`src/core/mpop_pkg.sv`:
```
// Constants shared by the multipurpose output port block
package mpop_pkg;
    // Register byte offsets on the bus
    localparam logic [5:0] OFF_PIN_CONFIG = 6'h00;
    localparam logic [5:0] OFF_START_STROBE = 6'h04;
    localparam logic [5:0] OFF_STOP_STROBE = 6'h08;
    localparam logic [5:0] OFF_SET_STROBE = 6'h0C;
    localparam logic [5:0] OFF_CLEAR_STROBE = 6'h10;
    localparam logic [5:0] OFF_ALT_SELECT = 6'h14;
    localparam logic [5:0] OFF_CHAN_A_COMMAND = 6'h18;
    localparam logic [5:0] OFF_CHAN_B_COMMAND = 6'h1C;
    localparam logic [5:0] OFF_PIN_STATUS = 6'h20;
    // Field positions in output_pin_config
    localparam int OP2_SEL_LSB = 0;
    localparam int OP3_SEL_LSB = 2;
    localparam int OP4_SEL_BIT = 4;
    localparam int OP5_SEL_BIT = 5;
    localparam int OP6_SEL_BIT = 6;
    localparam int OP7_SEL_BIT = 7;
    // Two-bit source codes for pins 2 and 3
    localparam logic [1:0] SRC_LATCH = 2'h0;
    localparam logic [1:0] SRC_ALT1 = 2'h1;
    localparam logic [1:0] SRC_ALT2 = 2'h2;
    localparam logic [1:0] SRC_ALT3 = 2'h3;
    // Mode-bit copies in alt_select
    localparam int ALT_A_MODE1_BIT = 0;
    localparam int ALT_A_MODE2_BIT = 1;
    localparam int ALT_B_MODE1_BIT = 2;
    localparam int ALT_B_MODE2_BIT = 3;
    // Channel command field and codes
    localparam int CMD_LSB = 4;
    localparam logic [3:0] CMD_RTS_ASSERT = 4'h8;
    localparam logic [3:0] CMD_RTS_NEGATE = 4'h9;
    // Field positions in pin_status
    localparam int STAT_CFG_LSB = 8;
    localparam int STAT_GP_LSB = 16;
    // Reset values
    localparam logic [7:0] CFG_RESET = 8'h00;
    localparam logic [7:0] PINS_RESET = 8'hFF;
    localparam logic [3:0] ALT_RESET = 4'h0;
    localparam logic [31:0] RDATA_ZERO = 32'h00000000;
endpackage : mpop_pkg

```
`src/core/mpop_gp_latch.sv`:
```
// General-purpose output latches with set and clear strobes
`timescale 1ns/10ps
module mpop_gp_latch import mpop_pkg::*; (
    // Clock, reset, enable
    input wire logic clk_i,
    input wire logic rst_i,
    input wire logic ce_i,
    // Strobe masks and alternate-function mask
    input wire logic [7:0] set_mask_i,
    input wire logic [7:0] clear_mask_i,
    input wire logic [7:0] alt_mask_i,
    // Latch state, 1 means asserted (pin low)
    output logic [7:0] asserted_o
);
    // All state of the latch
    typedef struct packed {
        logic [7:0] asserted;
    } mpop_gp_state_t;

    mpop_gp_state_t state;
    mpop_gp_state_t next_state;

    // Pins on alternate functions ignore both strobes
    always_comb begin
        next_state = state;
        next_state.asserted = (state.asserted | (set_mask_i & ~alt_mask_i))
                              & ~(clear_mask_i & ~alt_mask_i);
    end

    // Reset negates every latch
    always_ff @(posedge clk_i) begin
        if (rst_i) begin
            state.asserted <= ~PINS_RESET;
        end else if (ce_i) begin
            state <= next_state;
        end
    end

    assign asserted_o = state.asserted;
endmodule : mpop_gp_latch

```
`src/core/mpop_ct_output.sv`:
```
// Counter/timer output shaping for pin 3
`timescale 1ns/10ps
module mpop_ct_output import mpop_pkg::*; (
    // Clock, reset, enable
    input wire logic clk_i,
    input wire logic rst_i,
    input wire logic ce_i,
    // Counter/timer inputs
    input wire logic timer_mode_i,
    input wire logic terminal_count_i,
    input wire logic square_wave_i,
    input wire logic stop_cmd_i,
    // Shaped output
    output logic ct_out_o
);
    // All state of the shaper
    typedef struct packed {
        logic reached;
        logic out;
    } mpop_ct_state_t;

    mpop_ct_state_t state;
    mpop_ct_state_t next_state;

    // Counter mode: low from terminal count until a stop
    always_comb begin
        next_state = state;
        if (stop_cmd_i) begin
            next_state.reached = 1'b0;
        end else if (terminal_count_i && !timer_mode_i) begin
            next_state.reached = 1'b1;
        end
        // Timer mode passes the square wave, a stop does not touch it
        next_state.out = timer_mode_i ? square_wave_i : ~next_state.reached;
    end

    // Output idles high
    always_ff @(posedge clk_i) begin
        if (rst_i) begin
            state.reached <= 1'b0;
            state.out <= 1'b1;
        end else if (ce_i) begin
            state <= next_state;
        end
    end

    assign ct_out_o = state.out;
endmodule : mpop_ct_output

```
`src/core/mpop_port.sv`:
```
// Multipurpose output port with Wishbone register access
//
// Register access over Wishbone and the address map were chosen for this implementation.
`timescale 1ns/10ps
// Summary of operation
// - Config bits 1:0 pick pin 2 source
// - Config bits 3:2 pick pin 3 source
// - Bit 4: pin 4 inverse rx ready A
// - Bit 5: pin 5 inverse rx ready B
// - Bit 6: pin 6 inverse tx ready A
// - Bit 7: pin 7 inverse tx ready B
// - Pins 0 and 1 chosen by mode bits
// - Counter output low at terminal, high on stop
// - Reading start strobe starts counter/timer
// - Reading stop strobe stops the counter, not the timer
// - Set write asserts latches with ones
// - Clear write negates latches with ones
// - Asserted latch holds until a clear
// - Strobes ignore alternate-function pins
// - Commands 0x8/0x9 assert/negate request-to-send
// - Stop in timer mode only clears ready
module mpop_port import mpop_pkg::*; (
    // Clock, reset, enable
    input wire logic clk_i,
    input wire logic rst_i,
    input wire logic ce_i,
    // Wishbone slave
    input wire logic cyc_i,
    input wire logic stb_i,
    input wire logic we_i,
    input wire logic [5:0] adr_i,
    input wire logic [3:0] sel_i,
    input wire logic [31:0] dat_i,
    output logic [31:0] dat_o,
    output logic ack_o,
    // Baud-rate clocks from the channels
    input wire logic chan_a_tx_clock_x16_i,
    input wire logic chan_a_tx_clock_x1_i,
    input wire logic chan_a_rx_clock_x1_i,
    input wire logic chan_b_tx_clock_x1_i,
    input wire logic chan_b_rx_clock_x1_i,
    // Ready flags from interrupt status, active high
    input wire logic chan_a_tx_ready_i,
    input wire logic chan_a_rx_ready_i,
    input wire logic chan_b_tx_ready_i,
    input wire logic chan_b_rx_ready_i,
    // Counter/timer interface
    input wire logic timer_mode_i,
    input wire logic ct_terminal_count_i,
    input wire logic ct_square_wave_i,
    output logic timer_start_o,
    output logic timer_halt_o,
    output logic ct_ready_clear_o,
    // Output pins, active low
    output logic [7:0] multipurpose_out_o
);
    // All state of the port
    typedef struct packed {
        logic [7:0] cfg;
        logic [3:0] alt;
        logic rts_a;
        logic rts_b;
        logic ack;
        logic [31:0] rdata;
        logic [7:0] pins;
        logic start;
        logic halt;
        logic rdy_clear;
    } mpop_state_t;

    mpop_state_t state;
    mpop_state_t next_state;

    // Four-way source pick for pins 2 and 3
    function automatic logic mpop_pick4(input logic [1:0] code,
                                        input logic latch_n,
                                        input logic s1,
                                        input logic s2,
                                        input logic s3);
        logic r;
        r = latch_n;
        unique case (code)
            SRC_LATCH: r = latch_n;
            SRC_ALT1: r = s1;
            SRC_ALT2: r = s2;
            SRC_ALT3: r = s3;
        endcase
        return r;
    endfunction : mpop_pick4

    // Two-way pick: alternate level or latch level
    function automatic logic mpop_pick2(input logic use_alt,
                                        input logic alt_n,
                                        input logic latch_n);
        return use_alt ? alt_n : latch_n;
    endfunction : mpop_pick2

    // Bus decode helpers
    logic req;
    logic wr;
    logic rd;
    logic lane0;
    logic [7:0] set_mask;
    logic [7:0] clear_mask;
    logic [7:0] alt_mask;
    logic [7:0] gp_asserted;
    logic ct_out;
    logic stop_cmd;

    // A request is taken once, in the cycle before ack rises
    always_comb begin
        req = cyc_i && stb_i && !state.ack;
        wr = req && we_i;
        rd = req && !we_i;
        // Only lane 0 carries write data
        lane0 = sel_i[0];
        set_mask = (wr && lane0 && adr_i[5:2] == OFF_SET_STROBE[5:2])
                   ? dat_i[7:0] : 8'h00;
        clear_mask = (wr && lane0 && adr_i[5:2] == OFF_CLEAR_STROBE[5:2])
                     ? dat_i[7:0] : 8'h00;
        stop_cmd = rd && adr_i[5:2] == OFF_STOP_STROBE[5:2];
    end

    // Which pins currently serve an alternate function
    always_comb begin
        alt_mask[0] = state.alt[ALT_A_MODE1_BIT] | state.alt[ALT_A_MODE2_BIT];
        alt_mask[1] = state.alt[ALT_B_MODE1_BIT] | state.alt[ALT_B_MODE2_BIT];
        // Pins 2 and 3 leave the latch for any nonzero code
        alt_mask[2] = state.cfg[OP2_SEL_LSB +: 2] != SRC_LATCH;
        alt_mask[3] = state.cfg[OP3_SEL_LSB +: 2] != SRC_LATCH;
        // Pins 4 to 7 switch on their own config bit
        alt_mask[7:4] = state.cfg[OP7_SEL_BIT:OP4_SEL_BIT];
    end

    // Set/clear latches
    mpop_gp_latch u_gp_latch (
        .clk_i(clk_i),
        .rst_i(rst_i),
        .ce_i(ce_i),
        .set_mask_i(set_mask),
        .clear_mask_i(clear_mask),
        .alt_mask_i(alt_mask),
        .asserted_o(gp_asserted)
    );

    // Counter/timer output shaper
    mpop_ct_output u_ct_output (
        .clk_i(clk_i),
        .rst_i(rst_i),
        .ce_i(ce_i),
        .timer_mode_i(timer_mode_i),
        .terminal_count_i(ct_terminal_count_i),
        .square_wave_i(ct_square_wave_i),
        .stop_cmd_i(stop_cmd),
        .ct_out_o(ct_out)
    );

    // Register file, strobes and pin steering
    always_comb begin
        next_state = state;
        // Ack follows a taken request by one edge
        next_state.ack = req;
        // Strobes and read data idle unless a read sets them
        next_state.rdata = RDATA_ZERO;
        next_state.start = 1'b0;
        next_state.halt = 1'b0;
        next_state.rdy_clear = 1'b0;
        // Writes need lane 0; unmapped offsets are acked and ignored
        if (wr && lane0) begin
            unique case (adr_i[5:2])
                OFF_PIN_CONFIG[5:2]: next_state.cfg = dat_i[7:0];
                OFF_ALT_SELECT[5:2]: next_state.alt = dat_i[3:0];
                OFF_CHAN_A_COMMAND[5:2]: begin
                    // Request-to-send commands for channel A
                    if (dat_i[CMD_LSB +: 4] == CMD_RTS_ASSERT) begin
                        next_state.rts_a = 1'b1;
                    end else if (dat_i[CMD_LSB +: 4] == CMD_RTS_NEGATE) begin
                        next_state.rts_a = 1'b0;
                    end
                end
                OFF_CHAN_B_COMMAND[5:2]: begin
                    // Same command codes for channel B
                    if (dat_i[CMD_LSB +: 4] == CMD_RTS_ASSERT) begin
                        next_state.rts_b = 1'b1;
                    end else if (dat_i[CMD_LSB +: 4] == CMD_RTS_NEGATE) begin
                        next_state.rts_b = 1'b0;
                    end
                end
                default: ;
            endcase
        end
        // Reads; strobe registers return zero, meaning nothing
        if (rd) begin
            unique case (adr_i[5:2])
                OFF_START_STROBE[5:2]: next_state.start = 1'b1;
                OFF_STOP_STROBE[5:2]: begin
                    // Timer mode keeps running, only ready flag clears
                    next_state.halt = !timer_mode_i;
                    next_state.rdy_clear = 1'b1;
                end
                OFF_PIN_STATUS[5:2]: begin
                    next_state.rdata[7:0] = state.pins;
                    next_state.rdata[STAT_CFG_LSB +: 8] = state.cfg;
                    next_state.rdata[STAT_GP_LSB +: 8] = gp_asserted;
                end
                default: ;
            endcase
        end
        // Pins 0 and 1: request-to-send when a mode bit selects it
        next_state.pins[0] = mpop_pick2(alt_mask[0], ~state.rts_a, ~gp_asserted[0]);
        next_state.pins[1] = mpop_pick2(alt_mask[1], ~state.rts_b, ~gp_asserted[1]);
        // Pin 2: channel A baud clocks
        next_state.pins[2] = mpop_pick4(state.cfg[OP2_SEL_LSB +: 2], ~gp_asserted[2],
                                        chan_a_tx_clock_x16_i, chan_a_tx_clock_x1_i,
                                        chan_a_rx_clock_x1_i);
        // Pin 3: counter/timer or channel B clocks
        next_state.pins[3] = mpop_pick4(state.cfg[OP3_SEL_LSB +: 2], ~gp_asserted[3],
                                        ct_out, chan_b_tx_clock_x1_i,
                                        chan_b_rx_clock_x1_i);
        // Pins 4 to 7: inverted ready flags
        next_state.pins[4] = mpop_pick2(state.cfg[OP4_SEL_BIT], ~chan_a_rx_ready_i,
                                        ~gp_asserted[4]);
        next_state.pins[5] = mpop_pick2(state.cfg[OP5_SEL_BIT], ~chan_b_rx_ready_i,
                                        ~gp_asserted[5]);
        next_state.pins[6] = mpop_pick2(state.cfg[OP6_SEL_BIT], ~chan_a_tx_ready_i,
                                        ~gp_asserted[6]);
        next_state.pins[7] = mpop_pick2(state.cfg[OP7_SEL_BIT], ~chan_b_tx_ready_i,
                                        ~gp_asserted[7]);
    end

    // Reset wins over the enable so a frozen block still resets
    always_ff @(posedge clk_i) begin
        if (rst_i) begin
            state.cfg <= CFG_RESET;
            state.alt <= ALT_RESET;
            state.rts_a <= 1'b0;
            state.rts_b <= 1'b0;
            state.ack <= 1'b0;
            state.rdata <= RDATA_ZERO;
            state.pins <= PINS_RESET;
            state.start <= 1'b0;
            state.halt <= 1'b0;
            state.rdy_clear <= 1'b0;
        end else if (ce_i) begin
            state <= next_state;
        end
    end

    // Every output straight from a flip-flop
    assign dat_o = state.rdata;
    assign ack_o = state.ack;
    assign timer_start_o = state.start;
    assign timer_halt_o = state.halt;
    assign ct_ready_clear_o = state.rdy_clear;
    assign multipurpose_out_o = state.pins;

    // Helper: a read of the start strobe offset taken this cycle
    logic start_rd;
    assign start_rd = ce_i && rd && adr_i[5:2] == OFF_START_STROBE[5:2];
endmodule : mpop_port

```
`config.mk`:
```
export PLATFORM = sky130hd
export DESIGN_NAME = mpop_port
export DESIGN_NICKNAME = d
export VERILOG_FILES = /design/src/core/mpop_pkg.sv /design/src/core/mpop_gp_latch.sv /design/src/core/mpop_ct_output.sv /design/src/core/mpop_port.sv
export SDC_FILE = /design/constraint.sdc
export NUM_CORES = 1
export LEC_CHECK = 0
export ABC_AREA = 1
export BUFFER_PORTS_ARGS = -buffer_cell sky130_fd_sc_hd__buf_2
export CAP_MARGIN = 20
export CORE_MARGIN = 1
export CORE_UTILIZATION = 54
export DETAILED_ROUTE_END_ITERATION = 12
export PLACE_DENSITY = 0.86
export SLEW_MARGIN = 20
export SYNTH_ARGS = -nofsm -noshare
export SYNTH_HDL_FRONTEND = slang
export SYNTH_SLANG_ARGS = --single-unit
```
`constraint.sdc`:
```
create_clock -name clk_i -period 1.7 [get_ports clk_i]
set_input_delay 0.17 -clock clk_i [delete_from_list [all_inputs] [get_ports clk_i]]
set_output_delay 0.17 -clock clk_i [all_outputs]
set_load 0.005 [all_outputs]
```
==> results of run 1 <==
-- routing by layer --
metal  GRT usage  up-vias  wire, um
met4      0.0811        0       128
met5           0        -         0
met1       0.278     1261      2910
met2       0.412       99      3330
met3      0.0690       13       503
li1            -     1374         -
-- layout make-up --
cell class / instances / area [um^2] / share of cell area
Clock inverter: 6 / 111 / 0.0332
Inverter: 36 / 139 / 0.0414
Timing Repair Buffer: 72 / 375 / 0.112
Tap cell: 70 / 87.6 / 0.0261
Sequential cell: 60 / 1200 / 0.358
Multi-Input combinational cell: 276 / 1320 / 0.392
Clock buffer: 10 / 128 / 0.0380
-- path summary, 6_finish.rpt --
kind | startpoint | to | slack [ns] | depth (start not counted)
setup reg to reg | ack_o$_SDFFE_PP0P_ | state[53]$_SDFFE_PP0P_ | 0.32 | 6
setup / recovery | ack_o$_SDFFE_PP0P_ | state[53]$_SDFFE_PP0P_ | 0.32 | 6
hold / removal | dat_i[0] | state[46]$_SDFFE_PP0P_ | 0.09 | 3
hold reg to reg | u_gp_latch.asserted_o[1]$_SDFFE_PP0P_ | u_gp_latch.asserted_o[1]$_SDFFE_PP0P_ | 0.46 | 2
-- flip-flops by register name, indices dropped and copies added, names as in the netlist --
name / count
dat_o: 24
timer_start_o: 1
ct_ready_clear_o: 1
multipurpose_out_o: 8
u_ct_output.ct_out_o: 1
u_ct_output.state: 1
ack_o: 1
state: 10
u_gp_latch.asserted_o: 8
alt_mask: 4
timer_halt_o: 1
-- worst reg2reg max path, delay by kind of cell (launching register included) --
| family | cells | cell delay [ns] |
|---|---|---|
| flops | 1 | 0.34 |
| compound gates | 1 | 0.19 |
| buf+inv | 1 | 0.13 |
| simple gates | 4 | 0.60 |
-- cell usage in the layout, fill, tap and decap left out --
| master | netlist | routed |
|---|---|---|
| nand3_4 | 2 | 2 |
| inv_1 | 33 | 33 |
| clkinv_2 | 1 | 2 |
| o21a_1 | 1 | 1 |
| a21oi_1 | 46 | 46 |
| clkbuf_1 | 6 | 1 |
| nor2_4 | 2 | 2 |
| conb_1 | 1 | 8 |
| clkinvlp_4 | 0 | 1 |
| nor3b_1 | 1 | 1 |
| inv_6 | 0 | 1 |
| nand2_2 | 1 | 1 |
| nand2_1 | 76 | 76 |
| nor2_2 | 2 | 2 |
| nand3_2 | 6 | 6 |
| buf_4 | 42 | 6 |
| buf_2 | 4 | 66 |
| dfxtp_1 | 60 | 60 |
| nor3_1 | 1 | 1 |
| nand3_1 | 42 | 42 |
| nor3_4 | 1 | 1 |
| nor2_1 | 57 | 57 |
| nand4_1 | 2 | 2 |
| inv_2 | 1 | 1 |
| inv_4 | 1 | 1 |
| nand2_4 | 1 | 1 |
| clkbuf_8 | 0 | 9 |
| o21ai_0 | 26 | 26 |
| bufinv_16 | 0 | 3 |
| nor2_8 | 1 | 1 |
-- synthesized netlist by cell type --
library cell  number
nor3_4             1
dfxtp_1           60
nand3_4            2
inv_1             33
nor2_2             2
nand2_2            1
nor2_8             1
nor3b_1            1
nand2_4            1
nor2_4             2
nand3_2            6
nor3_1             1
o21a_1             1
buf_2              4
buf_6              4
nor2_1            57
nand4_1            2
buf_8              1
a21oi_1           46
nand3_1           42
clkbuf_1           6
clkinv_2           1
conb_1             1
inv_2              1
o21ai_0           26
buf_4             42
nand2_1           76
inv_4              1
-- power by group through the flow --
stage               logic (mW)  clock network, mW  registers, mW
finish                   0.225               1.56           1.43
global route             0.247               1.63           1.43
CTS                      0.222               1.57           1.43
detailed placement       0.220                  0           1.46
global placement         0.214                  0           1.46
floorplan                0.164                  0           1.46
-- cell families after synthesis --
kind of cell,count (synthesis)
flip-flops,60
other,1
AND/OR/NAND/NOR,195
AO/OA/AOI/OAI,73
buffers and inverters,93
==> results.cfg, run 1 <==
[run_status]
status = completed

[cts]
cts_hold_buf = 0
htreeDepth = 3
cts_tree = built
cts_setup_buffers = 0
clock_sinks = 60
cts.path.max_buffers = 2
cts_inserted_buffers = 9
clock_latency_ns = 0.34
cts_root_buf = clkbuf_8
post_cts_resized = 0
cts.clk_slew.worst_paths_ns = 0.07

[final_layout]
finalInstanceArea_um2 = 3360
final_core_util = 0.637
drive_gt1_frac = 0.230
nFillCells = 488
instances_no_fill = 530
diodes = 0
fin_nets = 515
synthToLayoutAreaGrowth_pct = 10.2

[synthesis]
synthMuxAreaShare = 0
synth_top_area_frac = 0.394
synthXorXnorAreaFrac = 0
netlist_instances = 422
synth-seq-cells = 60
synth_top_family_by_area = simple AND/OR/NAND/NOR gates
synth_area_leaders = dfxtp_1 (39%), buf_4 (10%), nand2_1 (9.4%)
synth_compound_area_frac = 0.121
synth.largest_area_cell = dfxtp_1
syn_area_um2 = 3050
synth-simple-area-share = 0.301
synth_adder_area_share = 0
yosys_warnings = 0
ys_seq_area_frac = 0.394
yosysUniqueCellTypes = 28
syn_area_per_cell_um2 = 7.22

[worst_setup_path]
required_ns = 1.93
max_stage_delay_ns = 0.34
cp_slowest_cell = dfxtp_1
crit_type = reg2reg
endpoint_kind = flop
cpLargestDelayFamily = simple AND/OR/NAND/NOR gates
cp_data_arrival_time_ns = 1.61
path_buf_inv = 1
start_kind = flop
crit_chain = inv_1, nand3_4, nor2_8, nand2_4, o21ai_0, nor2_1
crit_fanout = 18

[detailed_routing]
vias_per_cell = 5.18
drt_iter0_drc = 196
wl_mm = 6.87
via_count = 2747
drt.antenna.violating_nets = 0
wl_per_cell_um = 13.0
drt-pass1-iter-count = 5
post-route-drc-count = 0

[sta]
slew_violations = 0
max_freq_mhz = 725
holdWs_ns = 0.0891
hold_viol = 0
fin_setup_tns_ns = 0
min_period_ns = 1.38
setup-violations-final = 0
setup_slack_ns = 0.321
post-route-period-util = 0.811
clock_skew_ns = 0.00619
rsz0062_at_grt = no

[global_routing]
track_usage = 0.238
antenna_found_initial = 0
grt_overflow = 0
grt_pass1_wl_mm = 11.1
grt_pass1_vias = 2555
grt_max_degree = 35

[floorplan]
placementRows = 26
start_util = 0.578
dieArea_um2 = 5950
core_um2 = 5270
num_io_pins = 104
fp.dieW_um = 77.1
die_y_um = 77.1

[job]
maxCapViolCount = 0

[power_and_ir_drop]
vdd_drop_max_mv = 0.601
internal_power_mw = 2.47
pwr_density_cell_nw_per_um2 = 956
power_leakage_nw = 1.49
clockPowerShare = 0.484
swShare = 0.231
p_seq_frac = 0.446
switchingPower_uw = 743
comb_power_share = 0.070
finalPower_mw = 3.21

[place]
hpwl_mm = 4.77
preCtsSetupSlack_ns = 0.368
dp.cells = 514
port_buffers = 66
gp_congestion = 0.865
dpl_cell_area_um2 = 3120

[worst_hold_path]
hold_path.class = in2reg
Note: power is estimated with default switching activity, not from simulation.
==> run 2: changes to the inputs <==
--- a/config.mk
+++ b/config.mk
@@ -9,9 +9,9 @@
 export BUFFER_PORTS_ARGS = -buffer_cell sky130_fd_sc_hd__buf_2
 export CAP_MARGIN = 20
 export CORE_MARGIN = 1
-export CORE_UTILIZATION = 54
+export CORE_UTILIZATION = 50
 export DETAILED_ROUTE_END_ITERATION = 12
-export PLACE_DENSITY = 0.86
+export PLACE_DENSITY = 0.81
 export SLEW_MARGIN = 20
 export SYNTH_ARGS = -nofsm -noshare
 export SYNTH_HDL_FRONTEND = slang
==> constraint.sdc (replaced) <==
create_clock -name clk_i -period 1.4 [get_ports clk_i]
set_input_delay 0.14 -clock clk_i [delete_from_list [all_inputs] [get_ports clk_i]]
set_output_delay 0.14 -clock clk_i [all_outputs]
set_load 0.005 [all_outputs]
==> results.cfg, run 2 (same netlist as run 1, synthesis figures left out) <==
[floorplan]
fp.dieW_um = 80.1
die_y_um = 80.1
dieArea_um2 = 6410
start_util = 0.518
placementRows = 28
num_io_pins = 104
core_um2 = 5890

[run_status]
status = completed

[sta]
fin_setup_tns_ns = 0
slew_violations = 0
clock_skew_ns = 0.00592
min_period_ns = 1.26
max_freq_mhz = 793
setup-violations-final = 0
holdWs_ns = 0.0705
rsz0062_at_grt = no
setup_slack_ns = 0.139
hold_viol = 0
post-route-period-util = 0.900

[global_routing]
grt_pass1_wl_mm = 11.0
grt_max_degree = 35
antenna_found_initial = 0
grt_overflow = 0
grt_pass1_vias = 2428
track_usage = 0.227

[cts]
clock_sinks = 60
cts_root_buf = clkbuf_8
clock_latency_ns = 0.34
htreeDepth = 3
cts_tree = built
cts_hold_buf = 0
cts.clk_slew.worst_paths_ns = 0.06
cts_inserted_buffers = 9
cts.path.max_buffers = 2

[worst_setup_path]
crit_fanout = 9
endpoint_kind = flop
required_ns = 1.62
cp_data_arrival_time_ns = 1.48
r2r-start = ack_o$_SDFFE_PP0P_
reg2regPathDepth = 6
r2r_slack_ns = 0.14
r2r-end = state[50]$_SDFFE_PP0P_
crit_type = reg2reg
start_kind = flop

[final_layout]
diodes = 0
drive_gt1_frac = 0.229
final_common_cell = nand2_1
final_core_util = 0.571
fin_nets = 516
largest_reg_flops = 24
synthToLayoutAreaGrowth_pct = 10.3
mostFrequentLayoutCells = nand2_1 (76), buf_2 (66), dfxtp_1 (60)

[power_and_ir_drop]
pwr_density_cell_nw_per_um2 = 1060
vdd_drop_max_mv = 0.492
power_leakage_nw = 1.48

[place]
preCtsSetupSlack_ns = 0.0624
hpwl_mm = 4.66
port_buffers = 66
gp_congestion = 0.826

[job]
maxCapViolCount = 0

[detailed_routing]
via_count = 2719
drt.antenna.violating_nets = 0
drt-pass1-iter-count = 5
post-route-drc-count = 0
vias_per_cell = 5.09
wl_mm = 6.81
drt_iter0_drc = 210
wl_per_cell_um = 12.8

[worst_hold_path]
hold_end = state[47]$_SDFFE_PP0P_
holdPathStages = 3
hp-start = dat_i[1]
hold_path.class = in2reg
run 2: cell types whose count changed in the layout (fill, tap and decap cells not counted):
cell and delta:
clkbuf_8 +2, inv_6 -1, clkinvlp_4 -1, buf_12 +3
bufinv_16 -2, buf_4 -2
run 2: timing repair:
item / CTS / global route
buffers inserted: 0 / 2
endpoints found under the hold margin: 0 / 0
endpoints found under the setup margin: 0 / 9
gates resized for setup: 0 / 0
run 2: stage by stage:
| stage | area (um^2) | total power [mW] | cells |
|---|---|---|---|
| 3_3_place_gp | 3140 | 2.04 | 518 |
| 4_1_cts | 3330 | 3.57 | 532 |
| 2_1_floorplan | 3070 | 1.97 | 429 |
| 5_1_grt | 3360 | 3.69 | 534 |
| 3_5_place_dp | 3140 | 2.05 | 518 |
| 6_report | 3360 | 3.55 | 534 |
run 2: worst max-delay path, cell delays in order (launching register included):
cell and delay [ns]:
dfxtp_1 0.32, inv_1 0.11, nand3_4 0.13, nor2_8 0.21, nand2_4 0.11, o21ai_0 0.21
nor2_1 0.07
run 2: layout make-up:
cell class | count | area, um^2
Timing Repair Buffer | 73 | 420
Inverter | 36 | 139
Sequential cell | 60 | 1200
Tap cell | 75 | 93.8
Multi-Input combinational cell | 276 | 1320
Clock buffer | 12 | 155
Clock inverter | 2 | 35.0
Fill cell | 539 | 2520
run 2: worst max path at each step:
stage | end | startpoint | cells past startpoint | slack (ns)
floorplan | u_gp_latch.asserted_o[2]$_SDFFE_PP0P_ | ack_o$_SDFFE_PP0P_ | 7 | 0.28
global placement | state[52]$_SDFFE_PP0P_ | ack_o$_SDFFE_PP0P_ | 6 | 0.17
detailed placement | state[50]$_SDFFE_PP0P_ | ack_o$_SDFFE_PP0P_ | 6 | 0.06
CTS | state[50]$_SDFFE_PP0P_ | ack_o$_SDFFE_PP0P_ | 6 | 0.05
global route | state[50]$_SDFFE_PP0P_ | ack_o$_SDFFE_PP0P_ | 6 | 0.06
finish | state[50]$_SDFFE_PP0P_ | ack_o$_SDFFE_PP0P_ | 6 | 0.14
run 2: layer usage:
| layer | global-route usage | routed length [um] |
|---|---|---|
| met5 | 0 | 0 |
| met4 | 0.113 | 172 |
| met3 | 0.0568 | 577 |
| met2 | 0.365 | 3140 |
| met1 | 0.281 | 2920 |
run 2: power by group:
part	internal [mW]	switching [mW]	leakage (nW)	total, mW
Clock	0.897	0.632	0.0983	1.53
Sequential	1.72	0.0136	0.485	1.74
Combinational	0.0958	0.185	0.900	0.281
Total	2.72	0.831	1.48	3.55
